File: src/rtl/pm1_event_pkg.sv
// Shared constants, carriers and state codes for the power event block.
package pm1_event_pkg;

    // Byte offsets of the registers relative to the programmable base.
    localparam logic [15:0] OFF_WAKE_STS = 16'h0001;
    localparam logic [15:0] OFF_EVT_EN1 = 16'h0002;
    localparam logic [15:0] OFF_EVT_EN2 = 16'h0003;
    localparam logic [15:0] OFF_EVT_CTL1 = 16'h0004;

    // Field positions inside the byte registers.
    localparam int WAKE_BIT = 7;
    localparam int CARRY_EN_BIT = 0;
    localparam int ATTN_EN_BIT = 5;
    localparam int ROUTE_BIT = 0;
    localparam int RELOAD_EN_BIT = 1;
    localparam int FW_RLS_BIT = 2;

    // Reset value of every register and the value of unmapped reads.
    localparam logic [7:0] REG_RESET = 8'h00;
    localparam logic [7:0] READ_ZERO = 8'h00;
    // Bits of the first enable register that may read as one.
    localparam logic [7:0] EN1_LIVE_MASK = 8'h21;
    // Bits of the first control register that may read as one.
    localparam logic [7:0] CTL1_LIVE_MASK = 8'h07;

    // One host I/O cycle as seen on the system I/O port.
    typedef struct packed {
        logic [15:0] addr;
        logic wr;
        logic rd;
        logic [7:0] wdata;
    } io_req_t;

    // One-cycle strobes from firmware-side logic for the first status byte.
    typedef struct packed {
        logic fw_status_clear;
        logic bm_request_write;
        logic bm_status_clear;
        logic gbl_attention_set;
        logic gbl_status_clear;
    } fw_strobe_t;

    // Sleeping/working state of the chip.
    typedef enum logic [0:0] {
        PWR_WORKING = 1'b0,
        PWR_SLEEPING = 1'b1
    } power_state_t;

endpackage : pm1_event_pkg

File: src/rtl/pin_sync3.sv
// Three-stage synchroniser that accepts a change once stages two and three agree.
module pin_sync3 (
    input wire logic clock_in,
    input wire logic resetn_in,
    input wire logic pin_in,
    output logic level_out
);
    logic s1_q, s2_q, s3_q, level_q;
    logic level_d;

    // The first stage feeds only the second, so metastability stays contained.
    always_comb begin
        level_d = level_q;
        if (s2_q == s3_q) begin
            level_d = s3_q;
        end
    end

    // Shift the pin through three flops and hold the accepted level.
    always_ff @(posedge clock_in or negedge resetn_in) begin
        if (!resetn_in) begin
            s1_q <= 1'b0;
            s2_q <= 1'b0;
            s3_q <= 1'b0;
            level_q <= 1'b0;
        end else begin
            s1_q <= pin_in;
            s2_q <= s1_q;
            s3_q <= s2_q;
            level_q <= level_d;
        end
    end

    assign level_out = level_q;
endmodule : pin_sync3

File: src/rtl/pm1_wake_event_control.sv
// Wake status, event enable and event control registers with interrupt routing.

module pm1_wake_event_control (
    input wire logic clock_in,
    input wire logic resetn_in,
    input wire logic [15:0] base_addr_in,
    input pm1_event_pkg::io_req_t io_req_in,
    output logic [7:0] io_rdata_out,
    input wire logic resume_event_in,
    input wire logic standby_expired_in,
    input wire logic devices_asleep_in,
    input wire logic timer_carry_status_in,
    input wire logic firmware_event_enable_in,
    input wire logic system_mgmt_route_enable_in,
    input pm1_event_pkg::fw_strobe_t fw_strobe_in,
    output logic wake_status_flag_out,
    output logic chip_sleep_out,
    output logic busmaster_request_flag_out,
    output logic busmaster_status_out,
    output logic global_attention_status_out,
    output logic firmware_event_status_out,
    output logic firmware_release_bit_out,
    output logic sci_n_out,
    output logic smi_n_out
);
    import pm1_event_pkg::*;

    ////////////////////////////////////////////////////////////////////////
    // Resume pin synchronisation and edge detection.
    logic resume_lvl, resume_prev_q, resume_rise;

    pin_sync3 resume_sync (
        .clock_in(clock_in),
        .resetn_in(resetn_in),
        .pin_in(resume_event_in),
        .level_out(resume_lvl)
    );

    assign resume_rise = resume_lvl && !resume_prev_q;

    ////////////////////////////////////////////////////////////////////////
    // Address decode of the host I/O cycle.
    logic hit_wake, hit_en1, hit_en2, hit_ctl1;
    logic wr_wake, wr_en1, wr_ctl1;

    // Offsets are added to the base in 16 bits; wrap past the top is benign.
    assign hit_wake = io_req_in.addr == 16'(base_addr_in + OFF_WAKE_STS);
    assign hit_en1 = io_req_in.addr == 16'(base_addr_in + OFF_EVT_EN1);
    assign hit_en2 = io_req_in.addr == 16'(base_addr_in + OFF_EVT_EN2);
    assign hit_ctl1 = io_req_in.addr == 16'(base_addr_in + OFF_EVT_CTL1);
    assign wr_wake = io_req_in.wr && hit_wake;
    assign wr_en1 = io_req_in.wr && hit_en1;
    assign wr_ctl1 = io_req_in.wr && hit_ctl1;

    ////////////////////////////////////////////////////////////////////////
    // Register state and next values.
    power_state_t state_q, state_d;
    logic wake_q, wake_d, carry_en_q, carry_en_d, attn_en_q, attn_en_d;
    logic route_q, route_d, reload_en_q, reload_en_d, fw_rls_q, fw_rls_d;
    logic fw_sts_q, fw_sts_d, bm_req_q, bm_req_d, bm_stat_q, bm_stat_d;
    logic attn_sts_q, attn_sts_d, sci_n_q, sci_n_d, smi_n_q, smi_n_d;
    logic [7:0] rdata_q, rdata_d;
    logic set_wake, clear_wake, fw_release_write, pm_event, fw_event;

    assign set_wake = (state_q == PWR_SLEEPING) && resume_rise;
    // Only a written one or standby expiry clears; writing zero is ignored.
    assign clear_wake = (wr_wake && io_req_in.wdata[WAKE_BIT])
                        || standby_expired_in;
    assign fw_release_write = wr_ctl1 && io_req_in.wdata[FW_RLS_BIT];
    // Any enabled power event; the route decides which line carries it.
    assign pm_event = (timer_carry_status_in && carry_en_q)
                      || (attn_sts_q && attn_en_q)
                      || (reload_en_q && bm_req_q);
    assign fw_event = fw_rls_q && firmware_event_enable_in;

    // Next-value logic; for every sticky flag a set wins over a clear.
    always_comb begin
        state_d = state_q;
        wake_d = wake_q;
        if (set_wake) begin
            wake_d = 1'b1;
        end else if (clear_wake) begin
            wake_d = 1'b0;
        end
        unique case (state_q)
            PWR_SLEEPING: begin
                if (wake_q) begin
                    state_d = PWR_WORKING;
                end
            end
            PWR_WORKING: begin
                if (!wake_q && devices_asleep_in) begin
                    state_d = PWR_SLEEPING;
                end
            end
        endcase
        carry_en_d = wr_en1 ? io_req_in.wdata[CARRY_EN_BIT] : carry_en_q;
        attn_en_d = wr_en1 ? io_req_in.wdata[ATTN_EN_BIT] : attn_en_q;
        route_d = wr_ctl1 ? io_req_in.wdata[ROUTE_BIT] : route_q;
        reload_en_d = wr_ctl1 ? io_req_in.wdata[RELOAD_EN_BIT] : reload_en_q;
        // A written zero leaves the release bit alone; status clear drops it.
        fw_rls_d = fw_rls_q;
        fw_sts_d = fw_sts_q;
        if (fw_release_write) begin
            fw_rls_d = 1'b1;
            fw_sts_d = 1'b1;
        end else if (fw_strobe_in.fw_status_clear) begin
            fw_rls_d = 1'b0;
            fw_sts_d = 1'b0;
        end
        bm_req_d = bm_req_q;
        bm_stat_d = bm_stat_q;
        if (fw_strobe_in.bm_request_write) begin
            bm_req_d = 1'b1;
            bm_stat_d = 1'b1;
        end else if (fw_strobe_in.bm_status_clear) begin
            bm_req_d = 1'b0;
            bm_stat_d = 1'b0;
        end
        attn_sts_d = attn_sts_q;
        if (fw_strobe_in.gbl_attention_set) begin
            attn_sts_d = 1'b1;
        end else if (fw_strobe_in.gbl_status_clear) begin
            attn_sts_d = 1'b0;
        end
        // Lines follow their causes, so they hold until all causes clear.
        sci_n_d = !(route_q && pm_event);
        smi_n_d = !((!route_q && system_mgmt_route_enable_in && pm_event)
                    || fw_event);
        // Read data is captured on a read and held until the next one.
        rdata_d = rdata_q;
        if (io_req_in.rd) begin
            rdata_d = READ_ZERO;
            if (hit_wake) begin
                rdata_d[WAKE_BIT] = wake_q;
            end else if (hit_en1) begin
                rdata_d[CARRY_EN_BIT] = carry_en_q;
                rdata_d[ATTN_EN_BIT] = attn_en_q;
            end else if (hit_ctl1) begin
                rdata_d[ROUTE_BIT] = route_q;
                rdata_d[RELOAD_EN_BIT] = reload_en_q;
                rdata_d[FW_RLS_BIT] = fw_rls_q;
            end
        end
    end

    // Register every piece of state; interrupt lines idle high.
    always_ff @(posedge clock_in or negedge resetn_in) begin
        if (!resetn_in) begin
            state_q <= PWR_WORKING;
            resume_prev_q <= 1'b0;
            wake_q <= 1'b0;
            carry_en_q <= 1'b0;
            attn_en_q <= 1'b0;
            route_q <= 1'b0;
            reload_en_q <= 1'b0;
            fw_rls_q <= 1'b0;
            fw_sts_q <= 1'b0;
            bm_req_q <= 1'b0;
            bm_stat_q <= 1'b0;
            attn_sts_q <= 1'b0;
            sci_n_q <= 1'b1;
            smi_n_q <= 1'b1;
            rdata_q <= REG_RESET;
        end else begin
            state_q <= state_d;
            resume_prev_q <= resume_lvl;
            wake_q <= wake_d;
            carry_en_q <= carry_en_d;
            attn_en_q <= attn_en_d;
            route_q <= route_d;
            reload_en_q <= reload_en_d;
            fw_rls_q <= fw_rls_d;
            fw_sts_q <= fw_sts_d;
            bm_req_q <= bm_req_d;
            bm_stat_q <= bm_stat_d;
            attn_sts_q <= attn_sts_d;
            sci_n_q <= sci_n_d;
            smi_n_q <= smi_n_d;
            rdata_q <= rdata_d;
        end
    end

    assign io_rdata_out = rdata_q;
    assign wake_status_flag_out = wake_q;
    assign chip_sleep_out = state_q == PWR_SLEEPING;
    assign busmaster_request_flag_out = bm_req_q;
    assign busmaster_status_out = bm_stat_q;
    assign global_attention_status_out = attn_sts_q;
    assign firmware_event_status_out = fw_sts_q;
    assign firmware_release_bit_out = fw_rls_q;
    assign sci_n_out = sci_n_q;
    assign smi_n_out = smi_n_q;
endmodule : pm1_wake_event_control
File: config.mk
export PLATFORM = sky130hd
export DESIGN_NAME = pm1_wake_event_control
export DESIGN_NICKNAME = d
export VERILOG_FILES = /design/src/rtl/pm1_event_pkg.sv /design/src/rtl/pin_sync3.sv /design/src/rtl/pm1_wake_event_control.sv
export SDC_FILE = /design/constraint.sdc
export NUM_CORES = 1
export LEC_CHECK = 0
export ABC_AREA = 1
export ABC_CLOCK_PERIOD_IN_PS = 1350
export BUFFER_PORTS_ARGS = -buffer_cell sky130_fd_sc_hd__clkbuf_2
export CAP_MARGIN = 20
export CORE_MARGIN = 3
export CORE_UTILIZATION = 57
export DETAILED_ROUTE_END_ITERATION = 12
export MAX_ROUTING_LAYER = met4
export PLACE_DENSITY = 0.87
export SLEW_MARGIN = 20
export SYNTH_ARGS = -nofsm -noshare
export SYNTH_HDL_FRONTEND = slang
export SYNTH_SLANG_ARGS = --single-unit
File: constraint.sdc
create_clock -name clock_in -period 1.35 [get_ports clock_in]
set_input_delay 0.27 -clock clock_in [delete_from_list [all_inputs] [get_ports clock_in]]
set_output_delay 0.27 -clock clock_in [all_outputs]
set_load 0.02 [all_outputs]
# Yosys cells after proc, flatten, opt, wreduce, memory -nomap -nowiden
# Index checks and enable logic that the tools add are counted.
# Widths: inputs -> output; s select.
[op_classes]
mux = 18
n_reduce_logical = 28
bitwise_logic = 1
n_eq_ne = 4
addsub = 3
[ops]
columns = ["op", "n"]
rows = [
  ["$eq 16x16->1", 3],
  ["$add 16x1->16 const B", 1],
  ["$add 16x2->16 const B", 1],
  ["$add 16x3->16 const B", 1],
  ["$logic_and 1x1->1", 15],
  ["$mux 1", 14],
  ["$reduce_bool 2->1", 4],
  ["$mux 3", 2],
  ["$logic_not 1->1", 5],
  ["$logic_or 1x1->1", 4],
  ["$mux 2", 1],
  ["$pmux 1 s2", 1],
  ["$eq 1x1->1", 1],
  ["$not 1->1", 1],
]
[word_totals]
out_inout_bits = 17
elab_cells = 71
regBits = 21
in_bits = 55

# Longest topological paths before layout
[depth]
word_depth = 7
mapped_depth = 15
mapped_depth_nobuf = 15

# By module
# A second synthesis with hierarchy kept.
[unflattened]
hier_cells = 432
area_unflattened_um2 = 2567.5
[by_module_without_submodules]
columns = ["mod", "seq_area_each_um2", "instances", "cells_each", "area_per_inst_um2"]
rows = [
  ["pm1_wake_event_control", 427.9, 1, 424, 2451.1],
  ["pin_sync3", 100.1, 1, 8, 116.4],
]

# Least setup slack after synthesis
# Ideal clock, no wire load.
[synth_path]
path_kind = "input port to flip-flop"
startpoint = "in base_addr_in[1]"
endpoint = "reg attn_en_q"
required_time_ns = 1.230
path_slack_ns = -0.271
stages = 13
arrival_ns = 1.501
n_path_buf = 0
setup_ns = 0.120
cell_sequence = "ha_1 > nand3_1 > inv_1 > nand2_1 > nand2_1 > nand2_1 > nand2_1 > nor2_1 > nand3_2 > nor2_4 > nand2_4 > o21ai_1 > nand2_1"
[synth_via]
elab_chain_cells = 3
[synth_lines]
columns = ["element", "line_no", "source"]
rows = [
  ["start, declared", "pm1_wake_event_control.sv:6", "input wire logic [15:0] base_addr_in,"],
  ["$add 16x2->16", "pm1_wake_event_control.sv:48", "assign hit_en1 = io_req_in.addr == 16'(base_addr_in + OFF_EVT_EN1);"],
  ["$eq 16x16->1", "pm1_wake_event_control.sv:48", ""],
  ["$logic_and 1x1->1", "pm1_wake_event_control.sv:52", "assign wr_en1 = io_req_in.wr && hit_en1;"],
  ["end signal, assigned", "pm1_wake_event_control.sv:170", "attn_en_q <= attn_en_d;"],
  ["end, declared", "pm1_wake_event_control.sv:58", "logic wake_q, wake_d, carry_en_q, carry_en_d, attn_en_q, attn_en_d;"],
]
# Every way passes these cells.
# A chain may end at the register's enable or synchronous reset.

# Worst setup path after layout
[layout_path]
startpoint = "in base_addr_in[3]"
endpoint = "reg rdata_q[0] (netlist: io_rdata_out[0])"
[layout_via]
elab_chain_cells = 5
word_cells_on_any_way = 9
cone_classes = "add/sub: 3; eq/ne: 3; mux: 3"
[layout_lines]
columns = ["element", "line_no", "source"]
rows = [
  ["$add 16x3->16", "pm1_wake_event_control.sv:50", "assign hit_ctl1 = io_req_in.addr == 16'(base_addr_in + OFF_EVT_CTL1);"],
  ["$eq 16x16->1", "pm1_wake_event_control.sv:50", ""],
  ["$mux 3", "pm1_wake_event_control.sv:139", "end else if (hit_ctl1) begin"],
  ["$mux 1", "pm1_wake_event_control.sv:136", "end else if (hit_en1) begin"],
  ["$mux 3 (*)", "pm1_wake_event_control.sv:134", "if (hit_wake) begin"],
  ["end signal, assigned", "pm1_wake_event_control.sv:180", "rdata_q <= rdata_d;"],
  ["end, declared", "pm1_wake_event_control.sv:62", "logic [7:0] rdata_q, rdata_d;"],
]
# Every way passes the cells marked *; elsewhere a longest branch is shown, timed or not.

==> qor_table.md <==
| Result | This run | Unit |
|:---|:---|:---|
| Final hold violation count | 0 | - |
| Total GRT Usage | 33.91 | % |
| Count of port buffers added during placement | 65 | - |
| Post-placement cell count | 576 | - |
| Sum of overflow across all layers after global routing | 0 | - |
| Number of clock buffers inserted by TritonCTS | 3 | - |
| Global-route wire length before repair | 13590 | um |
| CTS clk-pin slew, worst paths | 0.08 | ns |
| Critical path startpoint category | input pin | - |
| Worst endpoint required time | 1.55 | ns |
| HPWL after detailed placement | 6396 | um |
| Antenna fix cells | 0 | - |
| CP Capture Type | flop | - |
| Number of violations reported at the end of detailed-routing iteration 0 | 753 | - |
| Clock latency on the worst-skew pair | 0.26 | ns |
| Highest ir drop seen on vdd | 620.7 | uV |
| Boundary pin count | 72 | - |
| FF-to-FF setup slack | 0.36 | ns |
| Maximum number of pins on one net before global-route repair | 22 | - |
| Arr. time, crit path | 2.09 | ns |
| Via count of the first global-routing pass | 3034 | - |
| Final clock period utilization by the worst path | 139.8 | % |
| YS warnings | 0 | - |
| Proportion of synthesized chip area in sequential cells | 21.21 | % |
| Clock sink count | 21 | - |
| Final-report setup violation count | 11 | - |
| Final worst clock skew | 0.001174 | ns |
| Failing checks | setup timing | - |
| Post-Route Utilization | 93.86 | % |
| Remaining antenna violation count after routing | 0 | - |
| Die footprint | 5197 | sq um |
| Placeable core region | 4115 | sq um |
| Post-detailed-route wirelength per cell | 20.62 | um |
| DRC violation count after routing | 0 | - |
| Max Slew Vio Count | 0 | - |
| Number of flip-flops under the largest register name | 5 | - |
| Area delta synth->final | 55.13 | % |
| Final critical-path required period | 1.888 | ns |
| Summed instance area of the synthesized netlist | 2490 | sq um |
| Count of non-filler cells in the finished layout | 595 | - |
| Worst min-delay path class | in2reg | - |
| Std cell rows | 23 | - |
| Measured slew at the worst slew-check pin | 0.5320 | ns |
| Initial antenna violation count | 0 | - |
| Number of nets in the layout | 605 | - |
| Peak fanout along the critical path | 5 | - |
| Result of the run | complete, but fails checks | - |
| Highest attainable clock frequency | 529.8 | MHz |
| Buffer cell driving the clock tree root | sky130_fd_sc_hd__clkbuf_8 | - |
| Unrepaired setup endpoints after global routing | true | - |
| Cells after synthesis | 422 | - |
| Register bit count reported by yosys | 21 | - |
| RePlAce Congestion | 0.9813 | - |
| WL final | 12270 | um |
| Ys async rst share | 100.0 | % |
| Fraction of final layout cells with drive strength greater than 1 | 43.12 | % |
| Number of flops mapped to enable cells by yosys | 0 | - |
| Starting density of the core | 60.50 | % |
| Count of unique library cells instantiated by Yosys | 33 | - |
| Via count | 3844 | - |
| Final worst slack | -0.5376 | ns |
| Max-Cap Viols | 0 | - |
| Leading cell type in the layout, fill and taps excluded | sky130_fd_sc_hd__nand2_1 | - |
| Mapped Avg Cell Area | 5.900 | sq um |
| Y dimension of the die | 72.09 | um |
| Die boundary width | 72.09 | um |
| Setup Crit Path Kind | in2reg | - |
| Bufs on Longest Clock Path | 2 | - |
| DRT Pass-1 Iters | 11 | - |
| Total power density per cell area | 558.3 | nW/um^2 |
| Tightest slew margin relative to the limit | 64.53 | % |
| Clock tree from TritonCTS | done | - |
| Most used cells in the layout excluding fill and tap cells | 147 x sky130_fd_sc_hd__nand2_1, 55 x sky130_fd_sc_hd__clkbuf_2, 53 x sky130_fd_sc_hd__buf_4, 47 x sky130_fd_sc_hd__inv_1, 27 x sky130_fd_sc_hd__nand3_1 | - |
| Max H-tree Level | 1 | - |
| Static Leakage | 2.045 | nW |
| Top_reg_cell synth | sky130_fd_sc_hd__dfrtp_1 | - |
| Vias per cell | 6.461 | - |
==> path summary, 6_finish.rpt <==
| check | end | cells past startpoint | start |
|---|---|---|---|
| min in group asynchronous | resume_prev_q | 2 | resetn_in |
| setup / recovery | io_rdata_out[0] | 15 | base_addr_in[3] |
| setup reg to reg | smi_n_out | 3 | carry_en_q |
| hold / removal | resume_sync.s1_q | 1 | resume_event_in |
| hold reg to reg | resume_sync.s2_q | 0 | resume_sync.s1_q |
| max in group asynchronous | smi_n_out | 2 | resetn_in |
==> power breakdown <==
part | leakage [nW] | switching [mW] | internal, mW
clock | 0.0228 | 0.208 | 0.211
combinational | 1.76 | 0.645 | 0.412
sequential | 0.265 | 0.0216 | 0.659
==> routing by layer <==
metal	global-route usage (%)	up-vias	routed length [um]
met5	-	-	0
met4	12.94	0	1143
met3	5.125	173	1669
met2	55.11	419	5523
met1	42.48	1679	3933
li1	-	1573	-
==> kinds of logic (layout without fill, tap and decap cells) <==
kind of cell / count (synthesis) / count (layout) / share of synthesized area (%)
AO/OA/AOI/OAI: 26 / 26 / 6.483
XOR/XNOR: 14 / 14 / 5.477
adder cells (fa/ha/maj): 5 / 5 / 2.412
buffers and inverters: 65 / 186 / 10.90
flip-flops: 21 / 21 / 21.21
other: 1 / 3 / 0.1506
AND/OR/NAND/NOR: 290 / 290 / 53.37
==> worst max-delay path: stages <==
cell	delay, ns
sky130_fd_sc_hd__clkbuf_16	0.12
sky130_fd_sc_hd__buf_4	0.14
sky130_fd_sc_hd__nand3_4	0.14
sky130_fd_sc_hd__inv_2	0.12
sky130_fd_sc_hd__nand2_1	0.11
sky130_fd_sc_hd__o21ai_2	0.20
sky130_fd_sc_hd__nand2_1	0.12
sky130_fd_sc_hd__nor2_1	0.16
sky130_fd_sc_hd__nand2_1	0.13
sky130_fd_sc_hd__nor2_2	0.15
sky130_fd_sc_hd__buf_4	0.13
sky130_fd_sc_hd__nand3_1	0.07
sky130_fd_sc_hd__nand2_1	0.10
sky130_fd_sc_hd__nand3_2	0.07
sky130_fd_sc_hd__nand2_1	0.07
==> what timing repair did <==
action / 4_1_cts / 5_1_grt
setup endpoints to repair: 11 / 11
gates resized for setup: 35 / 78
hold buffers: 1 / 0
cloned: 0 / 0
buffers inserted: 4 / 11
hold endpoints to repair: 19 / 0
pin swaps: 21 / 47
==> stage by stage <==
| stage | area (sq um) | setup TNS [ns] | hold slack, ns | power, mW | setup slack, ns |
|---|---|---|---|---|---|
| 3_3_place_gp | 3291 | -5.688 | 0.2509 | 1.453 | -0.6064 |
| 2_1_floorplan | 2638 | -1.051 | -0.02559 | 1.151 | -0.1529 |
| 5_1_grt | 3862 | -4.355 | 0.1050 | 2.225 | -0.5252 |
| 4_1_cts | 3532 | -2.109 | 0.1117 | 1.929 | -0.2369 |
| 6_report | 3862 | -4.537 | 0.1099 | 2.156 | -0.5376 |
| 3_5_place_dp | 3291 | -6.293 | 0.2598 | 1.478 | -0.6622 |
==> cell usage after synthesis, types with 2 or more instances <==
cell type / count / area, sq um
sky130_fd_sc_hd__nand2_2: 10 / 62.56
sky130_fd_sc_hd__dfrtp_1: 19 / 475.5
sky130_fd_sc_hd__inv_2: 2 / 7.510
sky130_fd_sc_hd__o21bai_1: 2 / 15.01
sky130_fd_sc_hd__a21oi_1: 4 / 20.02
sky130_fd_sc_hd__dfstp_2: 2 / 52.55
sky130_fd_sc_hd__inv_1: 55 / 206.5
sky130_fd_sc_hd__o21ai_2: 3 / 26.28
sky130_fd_sc_hd__nor2_1: 34 / 127.6
sky130_fd_sc_hd__nand2_1: 169 / 634.4
sky130_fd_sc_hd__nor2_2: 7 / 43.79
sky130_fd_sc_hd__ha_1: 4 / 50.05
sky130_fd_sc_hd__nand3b_1: 4 / 30.03
sky130_fd_sc_hd__nand3_1: 38 / 190.2
sky130_fd_sc_hd__nor2_4: 8 / 90.09
sky130_fd_sc_hd__nand3_2: 4 / 40.04
sky130_fd_sc_hd__buf_4: 7 / 52.55
sky130_fd_sc_hd__nand4_1: 13 / 81.33
sky130_fd_sc_hd__o21ai_0: 5 / 25.02
sky130_fd_sc_hd__xnor2_1: 6 / 52.55
sky130_fd_sc_hd__o21ai_1: 8 / 40.04
sky130_fd_sc_hd__xor2_1: 7 / 61.31
==> area by class of cell <==
type | instances | area, sq um
flip-flops and latches | 21 | 528.0
fillers | 140 | 252.7
well taps | 50 | 62.56
inverters | 57 | 216.5
clock buffers | 4 | 45.04
multi-input cells | 338 | 2074
repair buffers | 125 | 935.9
Power figures use the tool's default switching activity.
